File: config.mk
export PLATFORM = sky130hd
export DESIGN_NAME = pmbus_fault_status_bank_flat
export DESIGN_NICKNAME = d
export VERILOG_FILES = /design/src/pmbus_status_pkg.sv /design/src/pmbus_link_if.sv /design/src/pmbus_fault_status_bank.sv /design/src/flat_wrapper.sv
export SDC_FILE = /design/constraint.sdc
export NUM_CORES = 1
export LEC_CHECK = 0
export BUFFER_PORTS_ARGS = -buffer_cell sky130_fd_sc_hd__buf_2
export CAP_MARGIN = 10
export CORE_MARGIN = 4
export CORE_UTILIZATION = 40
export CTS_CLUSTER_SIZE = 30
export DETAILED_ROUTE_END_ITERATION = 8
export PLACE_DENSITY = 0.6
export SETUP_SLACK_MARGIN = 0.5
export SLEW_MARGIN = 10
export SYNTH_ARGS = -nofsm -noshare
export SYNTH_HDL_FRONTEND = slang
export SYNTH_SLANG_ARGS = --single-unit
File: constraint.sdc
create_clock -name clk_sys_in -period 4.1 [get_ports clk_sys_in]
set_input_delay 1.025 -clock clk_sys_in [delete_from_list [all_inputs] [get_ports clk_sys_in]]
set_output_delay 1.025 -clock clk_sys_in [all_outputs]
set_load 0.02 [all_outputs]
File: src/pmbus_status_pkg.sv
// Shared constants for the fault status bank and its bus-side controller
package pmbus_status_pkg;
    // Command codes seen on the link
    localparam logic [7:0] CODE_CLEAR_ALL   = 8'h03;
    localparam logic [7:0] CODE_ALERT_MASK  = 8'h1B;
    localparam logic [7:0] CODE_SUM_BYTE    = 8'h78;
    localparam logic [7:0] CODE_SUM_WORD    = 8'h79;
    localparam logic [7:0] CODE_VOUT        = 8'h7A;
    localparam logic [7:0] CODE_IOUT        = 8'h7B;
    localparam logic [7:0] CODE_INPUT       = 8'h7C;
    localparam logic [7:0] CODE_TEMP        = 8'h7D;
    localparam logic [7:0] CODE_CML         = 8'h7E;
    localparam logic [7:0] CODE_VENDOR      = 8'h80;
    // Summary byte bit positions
    localparam int SUM_BUSY_BIT   = 7;
    localparam int SUM_OFF_BIT    = 6;
    localparam int SUM_UNL_BIT    = 0;
    // Status word high-byte bit positions
    localparam int WORD_NPG_BIT   = 11;
    // Per-byte supported, clearable and alerting bit masks
    localparam logic [7:0] SUM_ALERT_BITS  = 8'h81;
    localparam logic [7:0] VOUT_SUP_BITS   = 8'hFE;
    localparam logic [7:0] IOUT_SUP_BITS   = 8'hA0;
    localparam logic [7:0] INPUT_SUP_BITS  = 8'hA8;
    localparam logic [7:0] INPUT_W1C_BITS  = 8'h80;
    localparam logic [7:0] TEMP_SUP_BITS   = 8'hD0;
    localparam logic [7:0] CML_SUP_BITS    = 8'hFB;
    localparam logic [7:0] VENDOR_SUP_BITS = 8'hFB;
    localparam int CML_BAD_CODE_BIT = 7;
    // Alert mask group bits
    localparam int MASK_SUM    = 0;
    localparam int MASK_VOUT   = 1;
    localparam int MASK_IOUT   = 2;
    localparam int MASK_INPUT  = 3;
    localparam int MASK_TEMP   = 4;
    localparam int MASK_CML    = 5;
    localparam int MASK_VENDOR = 6;
    // Reset values
    localparam logic [7:0] STATUS_RESET = 8'h00;
    localparam logic [7:0] MASK_RESET   = 8'h00;
    // Controller APB register offsets and fields
    localparam logic [11:0] OFS_COMMAND = 12'h000;
    localparam logic [11:0] OFS_RESULT  = 12'h004;
    localparam int CMD_WRITE_BIT = 8;
    localparam int RES_BUSY_BIT  = 0;
    localparam int RES_ALERT_BIT = 1;
endpackage

File: src/pmbus_link_if.sv
// Request/answer link between the status bank and its controller
`timescale 1ns/10ps
interface pmbus_link_if;
    logic        req;      // Request held until ack
    logic        wr;       // 1 write, 0 read
    logic [7:0]  code;     // Command code
    logic [15:0] wdata;    // Write data
    logic        ack;      // One-cycle answer
    logic [15:0] rdata;    // Read data, valid with ack
    logic        alert_n;  // Alert line, low active
    modport dev_mp (input req, wr, code, wdata, output ack, rdata, alert_n);
    modport host_mp (output req, wr, code, wdata, input ack, rdata, alert_n);
endinterface

File: src/pmbus_fault_status_bank.sv
// Per-channel fault and warning status bank with alert output
//
// Overview of operation
// - Summary bit 7 flags failure to respond.
// - Summary bit 6 set while output off.
// - Bit5 output OV, bit4 OC, bit3 zero.
// - Bit2 temperature, bit1 comm/memory/logic fault.
// - Bit0 flags faults not listed elsewhere.
// - Only summary bits 7,0 alert; write-1 clears.
// - Word low byte equals summary byte.
// - Word bits 15-12 group flags; 10-8 zero.
// - Word bit 11 set when power not good.
// - Voltage byte bits 7-1 flags; bit0 zero.
// - Voltage byte bits clear by writing one.
// - Current byte bits 7,5 only; rest zero.
// - Current, temp, comm bits alert, write-1 clear.
// - Input byte bits 7,5,3 only; rest zero.
// - Input byte: only bit7 alerts and clears.
// - Temp byte: over fault, warning, under fault.
// - Comm byte bit7 bad code, bit6 bad data.
// - Comm bit5 PEC error, bit1 other; bit2 zero.
// - Comm bit4 memory, bit3 processor, bit0 other.
// - Clear-all empties every status register, not the mask; releases alert.
// - Persisting faults stay set through a clear.
// - Vendor bits set word bit 12, may alert.
// - Events alert only when not masked.
`timescale 1ns/10ps
module pmbus_fault_status_bank (
    input  wire logic        clk_sys_in,         // System clock
    input  wire logic        reset_in,           // Synchronous reset
    pmbus_link_if.dev_mp     link,               // Host link
    input  wire logic        busy_fault_in,      // Could not answer in time
    input  wire logic        channel_off_in,     // Output not powered
    input  wire logic        power_good_in,      // Power good condition
    input  wire logic        unlisted_fault_in,  // Fault of no other class
    input  wire logic [7:0]  vout_cond_in,       // Output voltage conditions
    input  wire logic [7:0]  iout_cond_in,       // Output current conditions
    input  wire logic [7:0]  input_cond_in,      // Input supply conditions
    input  wire logic [7:0]  temp_cond_in,       // External temperature conditions
    input  wire logic [7:0]  cml_cond_in,        // Comm, memory, logic conditions
    input  wire logic [7:0]  vendor_cond_in      // Vendor-specific conditions
);
    import pmbus_status_pkg::*;

    localparam int SYNC_W = 52;

    // Sticky bit update: set wins over any clear, unsupported bits stay zero
    function automatic logic [7:0] sticky(input logic [7:0] q, input logic [7:0] set,
                                          input logic [7:0] w1c, input logic clr,
                                          input logic [7:0] sup);
        sticky = ((q & ~w1c & ~{8{clr}}) | set) & sup;
    endfunction

    logic [SYNC_W-1:0] sync1_q;      // First synchroniser stage
    logic [SYNC_W-1:0] sync2_q;      // Second stage, the only reader of the first
    logic              busy_s;       // Synchronised condition levels
    logic              off_s;
    logic              pg_s;
    logic              unl_s;
    logic [7:0]        vout_s;
    logic [7:0]        iout_s;
    logic [7:0]        input_s;
    logic [7:0]        temp_s;
    logic [7:0]        cml_s;
    logic [7:0]        vendor_s;
    logic [7:0]        sum_q;        // Sticky summary bits 7 and 0
    logic [7:0]        vout_q;       // Detail status bytes
    logic [7:0]        iout_q;
    logic [7:0]        input_q;
    logic [7:0]        temp_q;
    logic [7:0]        cml_q;
    logic [7:0]        vendor_q;
    logic [7:0]        mask_q;       // Alert mask, one bit per group
    logic              ack_q;        // Answer strobe
    logic [15:0]       rdata_q;      // Answer data
    logic              alert_n_q;    // Registered alert line
    logic              take;         // Request accepted this cycle
    logic              wr_take;      // Accepted write
    logic              clr_all;      // Clear-all command
    logic              known;        // Code is mapped
    logic [7:0]        w1c_sum;      // Write-one-to-clear vectors
    logic [7:0]        w1c_vout;
    logic [7:0]        w1c_iout;
    logic [7:0]        w1c_input;
    logic [7:0]        w1c_temp;
    logic [7:0]        w1c_cml;
    logic [7:0]        w1c_vendor;
    logic [7:0]        cml_set;      // Comm byte set terms incl. bad codes
    logic [7:0]        sum_byte;     // Assembled summary byte
    logic [15:0]       word_val;     // Assembled status word
    logic              alert_any;    // Any unmasked alerting bit

    // Two-flop synchroniser for all fault condition pins
    always_ff @(posedge clk_sys_in) begin
        if (reset_in) begin
            sync1_q <= '0;
            sync2_q <= '0;
        end else begin
            sync1_q <= {busy_fault_in, channel_off_in, power_good_in, unlisted_fault_in,
                        vout_cond_in, iout_cond_in, input_cond_in, temp_cond_in,
                        cml_cond_in, vendor_cond_in};
            sync2_q <= sync1_q;
        end
    end

    assign {busy_s, off_s, pg_s, unl_s, vout_s, iout_s, input_s, temp_s, cml_s, vendor_s}
        = sync2_q;

    // A request is taken once; the held req is ignored while ack stands
    assign take    = link.req && !ack_q;
    assign wr_take = take && link.wr;
    assign clr_all = wr_take && (link.code == CODE_CLEAR_ALL);

    // Write decode into per-register clear vectors
    always_comb begin
        w1c_sum    = 8'h00;
        w1c_vout   = 8'h00;
        w1c_iout   = 8'h00;
        w1c_input  = 8'h00;
        w1c_temp   = 8'h00;
        w1c_cml    = 8'h00;
        w1c_vendor = 8'h00;
        known      = 1'b1;
        case (link.code)
            CODE_SUM_BYTE,
            CODE_SUM_WORD: begin
                w1c_sum = link.wdata[7:0] & SUM_ALERT_BITS;
            end
            CODE_VOUT: begin
                w1c_vout = link.wdata[7:0] & VOUT_SUP_BITS;
            end
            CODE_IOUT: begin
                w1c_iout = link.wdata[7:0];
            end
            CODE_INPUT: begin
                w1c_input = link.wdata[7:0] & INPUT_W1C_BITS;
            end
            CODE_TEMP: begin
                w1c_temp = link.wdata[7:0];
            end
            CODE_CML: begin
                w1c_cml = link.wdata[7:0];
            end
            CODE_VENDOR: begin
                w1c_vendor = link.wdata[7:0];
            end
            CODE_ALERT_MASK: begin
                known = 1'b1;
            end
            CODE_CLEAR_ALL: begin
                // Write-only; a read of it is an invalid command
                known = link.wr;
            end
            default: begin
                known = 1'b0;
            end
        endcase
        if (!wr_take) begin
            w1c_sum    = 8'h00;
            w1c_vout   = 8'h00;
            w1c_iout   = 8'h00;
            w1c_input  = 8'h00;
            w1c_temp   = 8'h00;
            w1c_cml    = 8'h00;
            w1c_vendor = 8'h00;
        end
    end

    // Unmapped codes count as invalid commands in the comm byte
    always_comb begin
        cml_set = cml_s;
        if (take && !known) begin
            cml_set[CML_BAD_CODE_BIT] = 1'b1;
        end
    end

    // Summary sticky bits: busy and unlisted fault
    always_ff @(posedge clk_sys_in) begin
        if (reset_in) begin
            sum_q <= STATUS_RESET;
        end else begin
            sum_q <= sticky(sum_q, {busy_s, 6'h00, unl_s}, w1c_sum, clr_all,
                            SUM_ALERT_BITS);
        end
    end

    // Detail status bytes; a persisting condition keeps its bit set through a clear
    always_ff @(posedge clk_sys_in) begin
        if (reset_in) begin
            vout_q   <= STATUS_RESET;
            iout_q   <= STATUS_RESET;
            input_q  <= STATUS_RESET;
            temp_q   <= STATUS_RESET;
            cml_q    <= STATUS_RESET;
            vendor_q <= STATUS_RESET;
        end else begin
            vout_q   <= sticky(vout_q, vout_s, w1c_vout, clr_all, VOUT_SUP_BITS);
            iout_q   <= sticky(iout_q, iout_s, w1c_iout, clr_all, IOUT_SUP_BITS);
            input_q  <= sticky(input_q, input_s, w1c_input, clr_all,
                               INPUT_SUP_BITS);
            temp_q   <= sticky(temp_q, temp_s, w1c_temp, clr_all,
                               TEMP_SUP_BITS);
            cml_q    <= sticky(cml_q, cml_set, w1c_cml, clr_all, CML_SUP_BITS);
            vendor_q <= sticky(vendor_q, vendor_s, w1c_vendor, clr_all, VENDOR_SUP_BITS);
        end
    end

    // Alert mask register, written by its own command code
    always_ff @(posedge clk_sys_in) begin
        if (reset_in) begin
            mask_q <= MASK_RESET;
        end else if (wr_take && link.code == CODE_ALERT_MASK) begin
            mask_q <= link.wdata[7:0];
        end
    end

    // Summary byte: off is live, class bits follow the detail bytes
    assign sum_byte = {sum_q[SUM_BUSY_BIT],
                       off_s,
                       vout_q[7], iout_q[7], 1'b0,
                       |temp_q, |cml_q,
                       sum_q[SUM_UNL_BIT]};

    // Word: group flags, live not-power-good, unsupported zeros, summary low
    assign word_val = {|vout_q, |iout_q, |input_q, |vendor_q,
                       ~pg_s,
                       3'b000,
                       sum_byte};

    // Read mux and one-cycle answer strobe
    always_ff @(posedge clk_sys_in) begin
        if (reset_in) begin
            ack_q   <= 1'b0;
            rdata_q <= 16'h0000;
        end else begin
            ack_q <= take;
            if (take && !link.wr) begin
                case (link.code)
                    CODE_SUM_BYTE:   rdata_q <= {8'h00, sum_byte};
                    CODE_SUM_WORD:   rdata_q <= word_val;
                    CODE_VOUT:       rdata_q <= {8'h00, vout_q};
                    CODE_IOUT:       rdata_q <= {8'h00, iout_q};
                    CODE_INPUT:      rdata_q <= {8'h00, input_q};
                    CODE_TEMP:       rdata_q <= {8'h00, temp_q};
                    CODE_CML:        rdata_q <= {8'h00, cml_q};
                    CODE_VENDOR:     rdata_q <= {8'h00, vendor_q};
                    CODE_ALERT_MASK: rdata_q <= {8'h00, mask_q};
                    default:         rdata_q <= 16'h0000;
                endcase
            end
        end
    end

    // Alert sources: only the alerting bits of each byte, gated by the mask
    assign alert_any =
        (|(sum_q & SUM_ALERT_BITS) && !mask_q[MASK_SUM]) ||
        (|(vout_q & VOUT_SUP_BITS) && !mask_q[MASK_VOUT]) ||
        (|iout_q && !mask_q[MASK_IOUT]) ||
        (|(input_q & INPUT_W1C_BITS) && !mask_q[MASK_INPUT]) ||
        (|temp_q && !mask_q[MASK_TEMP]) ||
        (|cml_q && !mask_q[MASK_CML]) ||
        (|vendor_q && !mask_q[MASK_VENDOR]);

    // Registered alert line; released by clear-all unless a fault persists
    always_ff @(posedge clk_sys_in) begin
        if (reset_in) begin
            alert_n_q <= 1'b1;
        end else begin
            alert_n_q <= !alert_any;
        end
    end

    assign link.ack     = ack_q;
    assign link.rdata   = rdata_q;
    assign link.alert_n = alert_n_q;
endmodule

File: src/flat_wrapper.sv
// flat-port wrapper written by rule: the top's interface ports become plain ports
module pmbus_fault_status_bank_flat import pmbus_status_pkg::*;
  (clk_sys_in, reset_in, busy_fault_in, channel_off_in, power_good_in, unlisted_fault_in, vout_cond_in, iout_cond_in, input_cond_in, temp_cond_in, cml_cond_in, vendor_cond_in, link_req, link_wr, link_code, link_wdata, link_ack, link_rdata, link_alert_n);
  pmbus_link_if link_i ();
  input  wire logic clk_sys_in;
  input  wire logic reset_in;
  input  wire logic busy_fault_in;
  input  wire logic channel_off_in;
  input  wire logic power_good_in;
  input  wire logic unlisted_fault_in;
  input  wire logic [7:0] vout_cond_in;
  input  wire logic [7:0] iout_cond_in;
  input  wire logic [7:0] input_cond_in;
  input  wire logic [7:0] temp_cond_in;
  input  wire logic [7:0] cml_cond_in;
  input  wire logic [7:0] vendor_cond_in;
  input wire logic [$bits(link_i.req)-1:0] link_req;
  input wire logic [$bits(link_i.wr)-1:0] link_wr;
  input wire logic [$bits(link_i.code)-1:0] link_code;
  input wire logic [$bits(link_i.wdata)-1:0] link_wdata;
  output wire logic [$bits(link_i.ack)-1:0] link_ack;
  output wire logic [$bits(link_i.rdata)-1:0] link_rdata;
  output wire logic [$bits(link_i.alert_n)-1:0] link_alert_n;
  assign link_i.req = link_req;
  assign link_i.wr = link_wr;
  assign link_i.code = link_code;
  assign link_i.wdata = link_wdata;
  assign link_ack = link_i.ack;
  assign link_rdata = link_i.rdata;
  assign link_alert_n = link_i.alert_n;
  pmbus_fault_status_bank u_core (.clk_sys_in(clk_sys_in), .reset_in(reset_in), .link(link_i), .busy_fault_in(busy_fault_in), .channel_off_in(channel_off_in), .power_good_in(power_good_in), .unlisted_fault_in(unlisted_fault_in), .vout_cond_in(vout_cond_in), .iout_cond_in(iout_cond_in), .input_cond_in(input_cond_in), .temp_cond_in(temp_cond_in), .cml_cond_in(cml_cond_in), .vendor_cond_in(vendor_cond_in));
endmodule
# After elaboration in Yosys (flattened, before gate mapping)
# Index checks and enable logic that the tools add are counted.
[op_classes] bitwise_logic=30 n_eq_ne=10 reduce_logical=40 muxes=17
[ops] operator="16-bit case mux with 9 select lines" n=1
[ops] operator="8-bit AND" n=14
[ops] operator="8-bit two-way mux" n=14
[ops] operator="8-bit inverter" n=8
[ops] operator="8-bit by 7-bit == test with 1-bit output, second input constant" n=7
[ops] operator="8-bit bitwise OR" n=7
[ops] operator="8-bit OR reduction" n=6
[ops] operator="1-bit logical AND" n=13
[ops] operator="1-bit logical NOT" n=11
[ops] operator="9-bit OR reduction" n=1
[ops] operator="8-bit by 2-bit == test with 1-bit output, second input constant" n=1
[ops] operator="8-bit by 5-bit == test with 1-bit output, second input constant" n=1
[ops] operator="8-bit == test, second input constant" n=1
[ops] operator="7-bit OR reduction" n=1
[ops] operator="1-bit logical OR" n=6
[ops] operator="2-bit OR reduction" n=2
[ops] operator="1-bit case mux with 2 select lines" n=1
[ops] operator="1-bit two-way mux" n=1
[ops] operator="1-bit inverter" n=1
[totals] in_bits=80 elab_cells=117 regBits=186 out_inout_bits=18

# Depth between registers and ports, before layout
# Gate-level depths: netlist of the first run.
[depth] ltp_word=9 depth_mapped=7 ltp_nobuf=5

# Least setup slack after synthesis of the first run
# No wires, ideal clock.
[synth_path] kind="input to register" from="input port link_code[2]" to="register u_core.vendor_q[0]" stages=7 path_buffers=2 arrival_time_ns=2.456 setup_time_ns=0.128 slack_ns=1.516 required_time_ns=3.972 cell_sequence="buf_6 -> or4_1 -> and4bb_4 -> buf_6 -> nand3_1 -> a31oi_1 -> nor2_1"
[synth_via] elab_chain_cells=7 elab_cells_between_ends=10 classes_between="2 x eq/ne; 2 x mux; 5 x bitwise; 1 x reduce/logical"
[synth_rtl] item="start, declared" line="flat_wrapper.sv:19" text="input wire logic [$bits(link_i.code)-1:0] link_code;"
[synth_rtl] item="8-bit == test" line="pmbus_fault_status_bank.sv:124" text="case (link.code)"
[synth_rtl] item="8-bit two-way mux" line="pmbus_fault_status_bank.sv:124"
[synth_rtl] item="8-bit two-way mux" line="pmbus_fault_status_bank.sv:158" text="if (!wr_take) begin"
[synth_rtl] item="8-bit inverter" line="pmbus_fault_status_bank.sv:51" text="sticky = ((q & ~w1c & ~{8{clr}}) | set) & sup;"
[synth_rtl] item="8-bit AND" line="pmbus_fault_status_bank.sv:51"
[synth_rtl] item="8-bit AND *" line="pmbus_fault_status_bank.sv:51"
[synth_rtl] item="8-bit bitwise OR *" line="pmbus_fault_status_bank.sv:51"
[synth_rtl] item="end signal, assigned" line="pmbus_fault_status_bank.sv:204" text="vendor_q <= sticky(vendor_q, vendor_s, w1c_vendor, clr_all, VENDOR_SUP_BITS);"
[synth_rtl] item="end, declared" line="pmbus_fault_status_bank.sv:72" text="logic [7:0] vendor_q;"
# Mark *: on every way between the ends. The rest lies on a longest branch, timed or not.
# A chain may end at the register's enable or synchronous reset.

# Worst setup path after layout of the first run
[layout_path] from="input port link_code[1]" to="register u_core.mask_q[7]"
[layout_via] elab_chain_cells=2
[layout_rtl] item="8-bit by 5-bit == test with 1-bit output" line="pmbus_fault_status_bank.sv:212" text="end else if (wr_take && link.code == CODE_ALERT_MASK) begin"
[layout_rtl] item="1-bit logical AND" line="pmbus_fault_status_bank.sv:212"
[layout_rtl] item="end signal, assigned" line="pmbus_fault_status_bank.sv:213" text="mask_q <= link.wdata[7:0];"
[layout_rtl] item="end, declared" line="pmbus_fault_status_bank.sv:73" text="logic [7:0] mask_q;"
# Every way passes these cells.

==> reports/qor.yml, run 1 <==
clock_network:
  cts.repair.resized: 0
  cts_buffers: 17
  cts_root_buf: "clkbuf_8"
  clk_path_buf_depth: 2
  cts_hold_buf: 0
  post_cts_buffers: 0
  cts_sinks: 120
  cts_tree: "yes"
  clock_latency_ns: 0.52
  cts.htree.levels: 4
  clk_pin_slew_worst_paths_ns: 0.06
placed_design:
  gp_congestion: 0.926
  dp.cells: 628
  port_buffers: 67
  dpl_cell_area_sq_um: 4710
  place_hpwl_um: 7200
sta:
  setup_viol: 0
  finalCritPeriodShare_pct: 62.5
  finalClockSkew_ns: 0.00713
  finalCriticalPeriod_ns: 2.56
  setup_tns_ns: 0
  drv_slew: 0
  hold_viol_final: 0
  tightest_slew_ns: 1.05
  timing.hold.ws_ns: 0.434
  fmax_mhz: 390
  rsz0062_at_grt: "false"
  max_slew_margin_pct: 29.6
yosys:
  synth_top_cell_by_area: "dfxtp_1"
  yosysSeqAreaShare_pct: 55.7
  synth-edff-count: 0
  synth.most_common_cell: "dfxtp_1"
  synth_ff_type: "dfxtp_1"
  yosys-top-cells-area: "dfxtp_1 (56%), nor2b_1 (10%), a31oi_1 (4.2%)"
  synth.cell_area_sq_um: 4310
  synth-seq-cells: 120
  synth_top_area_share_pct: 55.7
  synth_warnings: 0
  yosys.cell_types.count: 46
  synth_common_cells: "dfxtp_1 (120), nor2b_1 (71), nor2_1 (44)"
  async_flop_share_pct: 0
  avgSynthCellArea_sq_um: 9.58
  syn_inst: 450
worst_setup_path:
  cp_slowest_cell: "nor4_4"
  arrival_ns: 2.94
  crit_chain: "buf_2, nand4bb_1, nor4_4, nand2_1, mux2i_1, nor2_1"
  critical_path_buf_inv_count: 1
  startpoint_type: "input port"
  crit_path_max_incr_delay_ns: 0.69
  worstSetupPathType: "input port to flop"
  cp_top_family: "simple AND/OR/NAND/NOR gates"
  rrSetupSlack_ns: 2.04
  critical_path.endpoint_type: "flop"
  cp_data_required_time_ns: 4.47
  crit_fanout: 16
pwr:
  p_leak_nw: 2.12
  power_mw: 2.95
  switchingPower_uw: 648
  switching_share_pct: 21.9
  clock_power_share_pct: 52.9
  peakVddDrop_v: 0.000243
  power.density_nw_per_um2: 552
  pwr-share-comb_pct: 5.1
  p_int_mw: 2.31
  power_frac_seq_pct: 42.0
finish:
  antenna_cells: 0
  post-route-cell-area_sq_um: 5350
  drive_gt1_share_pct: 21.4
  synthToLayoutAreaGrowth_pct: 24.0
  multi_input_area_sq_um: 1770
  seq_area_sq_um: 2400
  final_cells: 660
  num-fill-cells: 970
  nets: 591
route:
  drtIter0Drc: 333
  ant_nets: 0
  vias: 3433
  drc: 0
  drt-total-wl_um: 10400
  drt_first_pass_iters: 5
  wl_per_cell_um: 15.7
  viasPerCell: 5.20
floorplanning:
  die_height_um: 112
  initial_core_util_pct: 41.4
  io_pins: 98
  die_area_sq_um: 12500
  core-area_sq_um: 10400
  die_w_um: 112
  rows: 37
global_routing:
  antenna_found_initial: 0
  grt_pass1_wl_um: 16500
  grt.overflow.total: 0
  grt_usage_pct: 16.9
  grt_start_max_net_pins: 86
  first_global_vias: 3293
job:
  timing.max_cap.violations: 0
min_path:
  hold_path_class: "flop to flop"
status:
  status: "complete, no violations"
final timing paths:
path                        end  cells after the start               start
max            u_core.mask_q[7]                      6        link_code[1]
min          u_core.sync2_q[29]                      1  u_core.sync1_q[29]
min reg2reg  u_core.sync2_q[29]                      1  u_core.sync1_q[29]
max reg2reg    u_core.iout_q[7]                      5     u_core.link.ack
cell usage in the layout (no fill, tap or decap), types with 3 or more instances in the layout:
master and n:
dfxtp_1 120, nor2b_1 71, buf_2 66, nor2_1 44, nand2_1 32, nand3_1 29
a31oi_1 29, clkbuf_16 16, a21oi_1 11, nor3_1 7, mux2i_1 7, a22o_1 7
o21ai_1 6, a22oi_1 6, nand4_1 5, buf_4 5, nand2b_1 4, or4_1 4
a222oi_1 4, bufinv_16 4, nor4_1 3, o21ai_0 3, conb_1 3, clkbuf_8 3
inv_6 3, clkinv_4 3
sequential cells by signal (all words and copies together), names as in the netlist, 7 cells and up:
register           count
u_core.vout_q          7
u_core.mask_q          8
u_core.link.rdata     13
u_core.cml_q           7
u_core.vendor_q        7
u_core.sync1_q        33
u_core.sync2_q        33
cell families after synthesis:
kind of cell           count (synthesis)  share of synthesized area (%)
other                                  1                         0.0869
flip-flops                           120                           55.7
AO/OA/AOI/OAI                         76                           12.1
AND/OR/NAND/NOR                      214                           27.1
multiplexers                           7                           1.62
buffers and inverters                 32                           3.45
power groups by stage:
stage                     logic, mW  registers (mW)  clock network [mW]
after floorplan              0.0994            1.26                   0
after global placement        0.147            1.26                   0
after detailed placement      0.150            1.26                   0
after CTS                     0.151            1.24                1.58
after global routing          0.168            1.24                1.64
final                         0.150            1.24                1.56
cell type report:
type | count | area share, %
Timing Repair Buffer | 71 | 6.88
Clock buffer | 19 | 8.26
Sequential cell | 120 | 44.9
Inverter | 1 | 0.0702
Clock inverter | 13 | 3.60
Tap cell | 136 | 3.18
Multi-Input combinational cell | 300 | 33.1
metrics by stage:
stage	setup slack (ns)	utilization [%]
detailed placement	1.06	45.2
global route	1.33	51.3
CTS	1.61	51.3
floorplan	1.52	-
finish	1.54	51.3
global placement	1.07	45.2
layer usage:
metal / vias up / routed length (um) / GRT usage, %
met5: - / 0 / 0
met4: 0 / 222 / 7.06
met3: 19 / 793 / 6.20
met2: 145 / 4520 / 24.9
met1: 1576 / 4840 / 22.2
li1: 1693 / - / -
Power figures use the tool's default switching activity.
==> run 2, diff against run 1 <==
--- a/config.mk
+++ b/config.mk
@@ -5,13 +5,14 @@
 export SDC_FILE = /design/constraint.sdc
 export NUM_CORES = 1
 export LEC_CHECK = 0
+export ABC_AREA = 1
 export BUFFER_PORTS_ARGS = -buffer_cell sky130_fd_sc_hd__buf_2
 export CAP_MARGIN = 10
 export CORE_MARGIN = 4
 export CORE_UTILIZATION = 40
 export CTS_CLUSTER_SIZE = 30
 export DETAILED_ROUTE_END_ITERATION = 8
-export PLACE_DENSITY = 0.6
+export PLACE_DENSITY = 0.62
 export SETUP_SLACK_MARGIN = 0.5
 export SLEW_MARGIN = 10
 export SYNTH_ARGS = -nofsm -noshare
==> constraint.sdc (replaced) <==
create_clock -name clk_sys_in -period 2.2 [get_ports clk_sys_in]
set_input_delay 0.55 -clock clk_sys_in [delete_from_list [all_inputs] [get_ports clk_sys_in]]
set_output_delay 0.55 -clock clk_sys_in [all_outputs]
set_load 0.02 [all_outputs]
==> reports/qor.yml, run 2 <==
yosys:
  syn_inst: 612  # was 450
  synth_top_cell_by_area: "dfxtp_1"  # unchanged
  async_flop_share_pct: 0  # unchanged
  yosysSeqAreaShare_pct: 52.1  # was 55.7%
  synth_common_cells: "inv_1 (125), dfxtp_1 (120), nor2_1 (98)"  # was dfxtp_1 (120), nor2b_1 (71), nor2_1 (44)
  synth_top_area_share_pct: 52.1  # was 55.7%
  synth_ff_type: "dfxtp_1"  # unchanged
  yosys-top-cells-area: "dfxtp_1 (52%), inv_1 (10%), nor2_1 (8.0%)"  # was dfxtp_1 (56%), nor2b_1 (10%), a31oi_1 (4.2%)
  synth_warnings: 0  # unchanged
  yosys.cell_types.count: 26  # was 46
  synth-seq-cells: 120  # unchanged
  synth-edff-count: 0  # unchanged
  synth.cell_area_sq_um: 4610  # was 4310 sq um
  avgSynthCellArea_sq_um: 7.54  # was 9.58 sq um
  synth.most_common_cell: "inv_1"  # was dfxtp_1
sta:
  timing.hold.ws_ns: 0.337  # was 0.434 ns
  rsz0062_at_grt: "false"  # unchanged
  finalCritPeriodShare_pct: 72.4
  hold_viol_final: 0  # unchanged
  setup_viol: 0  # unchanged
  drv_slew: 0  # unchanged
  setup_tns_ns: 0  # unchanged
  finalCriticalPeriod_ns: 1.59
  fmax_mhz: 628
  finalClockSkew_ns: 0.00723  # was 0.00713 ns
clock_network:
  post_cts_buffers: 0  # unchanged
  cts_hold_buf: 0  # unchanged
  clock_latency_ns: 0.41  # was 0.52 ns
  cts_tree: "yes"  # unchanged
  cts.repair.resized: 0  # unchanged
  clk_pin_slew_worst_paths_ns: 0.06  # about the same
  cts_root_buf: "clkbuf_16"  # was clkbuf_8
  cts_sinks: 120  # unchanged
  cts.htree.levels: 4  # unchanged
  cts_buffers: 17  # unchanged
  clk_path_buf_depth: 2  # unchanged
finish:
  antenna_cells: 0  # unchanged
  num-fill-cells: 1130  # was 970
  synthToLayoutAreaGrowth_pct: 24.4  # was 24.0%
  final_common_cell: "inv_1"  # was dfxtp_1
  multi_input_area_sq_um: 1600  # was 1770 sq um
  final_cell_mix: "inv_1 (125), dfxtp_1 (120), nor2_1 (98)"  # was dfxtp_1 (120), nor2b_1 (71), buf_2 (66)
  final_cells: 835  # was 660
  seq_area_sq_um: 2400  # unchanged
  nets: 762  # was 591
  post-route-cell-area_sq_um: 5740  # was 5350 sq um
  drive_gt1_share_pct: 18.4  # was 21.4%
pwr:
  switching_share_pct: 21.1  # was 21.9%
  peakVddDrop_v: 0.000499  # was 0.000243 V
  power.density_nw_per_um2: 983  # was 552 nW/um^2
  pwr-share-comb_pct: 5.5  # was 5.1%
  p_int_mw: 4.45  # was 2.31 mW
  power_mw: 5.65  # was 2.95 mW
  clock_power_share_pct: 53.6  # was 52.9%
  switchingPower_mw: 1.19  # was 648 uW
  p_leak_nw: 2.62  # was 2.12 nW
  power_frac_seq_pct: 40.9  # was 42.0%
floorplanning:
  die_area_sq_um: 13300  # was 12500 sq um
  initial_core_util_pct: 41.7  # was 41.4%
  rows: 38  # was 37
  die_height_um: 115  # was 112 um
  io_pins: 98  # unchanged
  die_w_um: 115  # was 112 um
  core-area_sq_um: 11100  # was 10400 sq um
placed_design:
  dpl_cell_area_sq_um: 5090  # was 4710 sq um
  place_hpwl_um: 8030  # was 7200 um
  dp.cells: 803  # was 628
  port_buffers: 67  # unchanged
  gp_congestion: 0.882  # was 0.926
route:
  drt_first_pass_iters: 4  # was 5
  viasPerCell: 4.54  # was 5.20
  vias: 3794  # was 3433
  wl_per_cell_um: 13.1  # was 15.7 um
  drt-total-wl_um: 10900  # was 10400 um
  drtIter0Drc: 226  # was 333
  drc: 0  # unchanged
  ant_nets: 0  # unchanged
worst_setup_path:
  crit_fanout: 11  # was 16
  worstSetupPathType: "input port to flop"  # unchanged
  startpoint_type: "input port"  # unchanged
  arrival_ns: 1.93  # was 2.94 ns
  cp_data_required_time_ns: 2.54  # was 4.47 ns
  critical_path.endpoint_type: "flop"  # unchanged
  rrSetupSlack_ns: 0.65  # was 2.04 ns
status:
  status: "complete, no violations"  # unchanged
global_routing:
  first_global_vias: 3619  # was 3293
  grt_start_max_net_pins: 52  # was 86
  grt.overflow.total: 0  # unchanged
  antenna_found_initial: 0  # unchanged
  grt_pass1_wl_um: 17600  # was 16500 um
  grt_usage_pct: 17.4  # was 16.9%
job:
  timing.max_cap.violations: 0  # unchanged
min_path:
  hold_path_class: "input port to flop"  # was flop to flop
## run 2: cell types whose count changed after synthesis, moves of 7 or more
cell / before / now
o211ai_1: 0 / 27
a31oi_1: 29 / 0
inv_1: 1 / 125
nand2_1: 32 / 75
nor2_1: 44 / 98
mux2i_1: 7 / 0
clkbuf_1: 22 / 7
a21oi_1: 11 / 54
nor2b_1: 71 / 0
a22o_1: 7 / 0
nor2_2: 0 / 7
## run 2: path summary, 6_finish.rpt
kind	start	endpoint	cells past startpoint
max	link_code[7]	u_core.link.rdata[2]	10
min reg2reg	u_core.sync1_q[50]	u_core.sync2_q[50]	2
max reg2reg	u_core.link.ack	u_core.temp_q[4]	7
min	cml_cond_in[7]	u_core.sync1_q[15]	3
## run 2: power by group through the flow
stage | logic, mW | registers, mW | clock network (mW)
finish | 0.311 | 2.31 | 3.03
global route | 0.357 | 2.32 | 3.19
CTS | 0.315 | 2.31 | 3.08
detailed placement | 0.312 | 2.35 | 0
global placement | 0.306 | 2.35 | 0
floorplan | 0.202 | 2.34 | 0
## run 2: worst max-delay path: stages
cell and delay [ns]:
buf_2 0.11, inv_1 0.08, nand2_1 0.07, nor2_2 0.23, nand2_1 0.32, inv_1 0.15
nand2_1 0.08, o21ai_0 0.08, o21ai_0 0.13, a21oi_1 0.14
## run 2: logic make-up (layout without fill, tap and decap cells)
family | count (synthesis) | count (layout) | synth area share (%)
simple gates | 233 | 233 | 21.9
buf+inv | 156 | 237 | 13.4
flops | 120 | 120 | 52.1
compound gates | 102 | 102 | 12.6
other cells | 1 | 3 | 0.0813
## run 2: stage by stage
step	setup slack, ns	util, %
6_report	0.607	51.8
3_3_place_gp	0.248	45.9
3_5_place_dp	0.222	45.9
5_1_grt	0.525	51.8
4_1_cts	0.628	51.8
2_1_floorplan	0.674	-
## run 2: cell type report
type	instances	share of cell area [%]
flip-flops and latches	120	41.8
clock inverters	11	3.36
well taps	140	3.05
inverters	131	8.56
multi-input cells	338	27.9
repair buffers	74	7.23
clock buffers	21	8.02
## run 2: routing by layer
layer  global-route usage, %  up-vias  routed length (um)
met4                    8.06        0                 231
met5                       0        -                   0
met2                    26.3       89                4820
li1                        -     2018                   -
met1                    23.0     1672                5290
met3                    4.89       15                 561
==> run 3, diff against run 2 <==
==> constraint.sdc (replaced) <==
create_clock -name clk_sys_in -period 1.4 [get_ports clk_sys_in]
set_input_delay 0.35 -clock clk_sys_in [delete_from_list [all_inputs] [get_ports clk_sys_in]]
set_output_delay 0.35 -clock clk_sys_in [all_outputs]
set_load 0.02 [all_outputs]
==> reports/qor.yml, run 3 (synthesis gave the netlist of run 2 again) <==
status:
  status: "complete, no violations"  # unchanged
clock_network:
  cts_buffers: 17  # unchanged
  cts_hold_buf: 0  # unchanged
  cts_root_buf: "clkbuf_16"  # unchanged
  clk_pin_slew_worst_paths_ns: 0.05  # was 0.06 ns
  clock_latency_ns: 0.42  # was 0.41 ns
  cts_tree: "yes"  # unchanged
  cts_sinks: 120  # unchanged
  cts.htree.levels: 4  # unchanged
  clk_path_buf_depth: 2  # unchanged
route:
  viasPerCell: 4.66  # was 4.54
  drtIter0Drc: 202  # was 226
  drt-met1-wl_um: 5650  # was 5290 um
  met2_length_um: 5940  # was 4820 um
  drt_first_pass_iters: 4  # unchanged
  highest-signal-layer: "met4"  # unchanged
  ant_nets: 0  # unchanged
  wl_per_cell_um: 14.1  # was 13.1 um
  met3WireLength_um: 798  # was 561 um
  vias: 4174  # was 3794
  drt-total-wl_um: 12600  # was 10900 um
  drc: 0  # unchanged
finish:
  post-route-cell-area_sq_um: 6880  # was 5740 sq um
  nets: 823  # was 762
  final_common_cell: "inv_1"  # unchanged
  antenna_cells: 0  # unchanged
  final_cell_mix: "inv_1 (120), dfxtp_1 (101), nor2_1 (90)"  # was inv_1 (125), dfxtp_1 (120), nor2_1 (98)
  drive_gt1_share_pct: 38.5  # was 18.4%
  synthToLayoutAreaGrowth_pct: 49.1  # was 24.4%
  final_cells: 896  # was 835
  final_core_util_pct: 62.1  # was 51.8%
floorplanning:
  io_pins: 98  # unchanged
  rows: 38  # unchanged
  core-area_sq_um: 11100  # unchanged
  die_area_sq_um: 13300  # unchanged
  die_w_um: 115  # unchanged
  initial_core_util_pct: 41.7  # unchanged
  die_height_um: 115  # unchanged
sta:
  fmax_mhz: 753
  hold_viol_final: 0  # unchanged
  finalClockSkew_ns: 0.0163  # was 0.00723 ns
  setup_viol: 0  # unchanged
  rsz0062_at_grt: "true"  # was false
  finalCritPeriodShare_pct: 94.9
  finalCriticalPeriod_ns: 1.33
  drv_slew: 0  # unchanged
  setup_ws_ns: 0.0715  # was 0.607 ns
placed_design:
  port_buffers: 67  # unchanged
  dpl_cell_area_sq_um: 5500  # was 5090 sq um
  dp.cells: 839  # was 803
  place_ws_ns: -0.232  # was 0.222 ns
  place_hpwl_um: 8790  # was 8030 um
  gp_congestion: 0.879  # was 0.882
worst_setup_path:
  cp-startpoint: "u_core.link.ack"  # was link_code[7]
  reg2reg_to: "u_core.vendor_q[6]"  # was u_core.temp_q[4]
  endpoint: "u_core.vendor_q[6]"  # was u_core.link.rdata[2]
  startpoint_type: "flop"  # was input port
  rrSetupSlack_ns: 0.07  # was 0.65 ns
  arrival_ns: 1.62  # was 1.93 ns
  timing.rr.start: "u_core.link.ack"  # unchanged
  worstSetupPathType: "flop to flop"  # was input port to flop
  critical_path.endpoint_type: "flop"  # unchanged
  crit_fanout: 20  # was 11
  cp_data_required_time_ns: 1.69  # was 2.54 ns
  ff2ff_path_depth: 8  # was 7
job:
  timing.max_cap.violations: 0  # unchanged
global_routing:
  antenna_found_initial: 0  # unchanged
  grt_start_max_net_pins: 48  # was 52
  grt.overflow.total: 0  # unchanged
  grt_usage_pct: 20.0  # was 17.4%
  first_global_vias: 3922  # was 3619
  grt_pass1_wl_um: 20100  # was 17600 um
min_path:
  hold_path_class: "input port to flop"  # unchanged
pwr:
  peakVddDrop_v: 0.000832  # was 0.000499 V
  power.density_nw_per_um2: 1240  # was 983 nW/um^2
  power_mw: 8.52  # was 5.65 mW
  p_leak_nw: 3.14  # was 2.62 nW
run 3: cell count changes in the layout (fill, tap and decap cells not counted), moves of 10 or more:
cell	change
a21oi_2	+17
dfxtp_2	+16
nand2_4	+19
a21oi_1	-18
buf_2	-15
dfxtp_1	-19
nand2_1	-31
nand3_1	-12
nand2_2	+10
buf_6	+30
buf_4	+40
run 3: what timing repair did:
action | in CTS | in global routing
gates cloned | 3 | 0
setup endpoints to repair | 68 | 68
buffers inserted | 13 | 9
resized for setup | 117 | 57
pin swaps | 61 | 33
run 3: how the worst min path moves through the flow:
stage                  startpoint                  to  cells past startpoint
5_1_grt         unlisted_fault_in  u_core.sync1_q[48]                      3
2_1_floorplan   u_core.sync1_q[0]   u_core.sync2_q[0]                      2
6_report          temp_cond_in[6]  u_core.sync1_q[22]                      3
3_3_place_gp   u_core.sync1_q[12]  u_core.sync2_q[12]                      2
4_1_cts         vendor_cond_in[3]   u_core.sync1_q[3]                      3
3_5_place_dp    u_core.sync1_q[1]   u_core.sync2_q[1]                      2
run 3: cell type report:
cell class                      instances  area [sq um]
Sequential cell                       120          2430
Clock buffer                           23           468
Clock inverter                          9          98.8
Tap cell                              140           175
Fill cell                             977          4200
Timing Repair Buffer                  134          1080
Multi-Input combinational cell        339          2100
Inverter                              131           531
run 3: through the flow:
| stage | hold WS [ns] | setup TNS, ns |
|---|---|---|
| after floorplan | 0.388 | 0 |
| after global placement | 0.389 | -6.93 |
| after detailed placement | 0.393 | -7.95 |
| after CTS | 0.123 | 0 |
| after global routing | 0.132 | -0.0598 |
| final | 0.130 | 0 |
run 3: critical path, cell delays in order (launching register included):
cell and delay (ns):
dfxtp_4 0.34, inv_2 0.06, nand2_4 0.07, buf_4 0.15, inv_4 0.05, nand3_4 0.13, buf_12 0.20, o211ai_1 0.11
a21oi_1 0.10
run 3: per-layer routing:
layer | vias up | GRT usage [%]
li1 | 2153 | -
met1 | 1894 | 26.4
met2 | 112 | 31.4
met3 | 15 | 5.95
met4 | 0 | 6.81
met5 | - | 0
run 3: power by group:
part	total (mW)	switching (mW)	leakage [nW]	internal, mW
Combinational	0.714	0.408	1.86	0.306
Clock	4.17	1.48	0.284	2.69
Sequential	3.63	0.0730	0.996	3.56
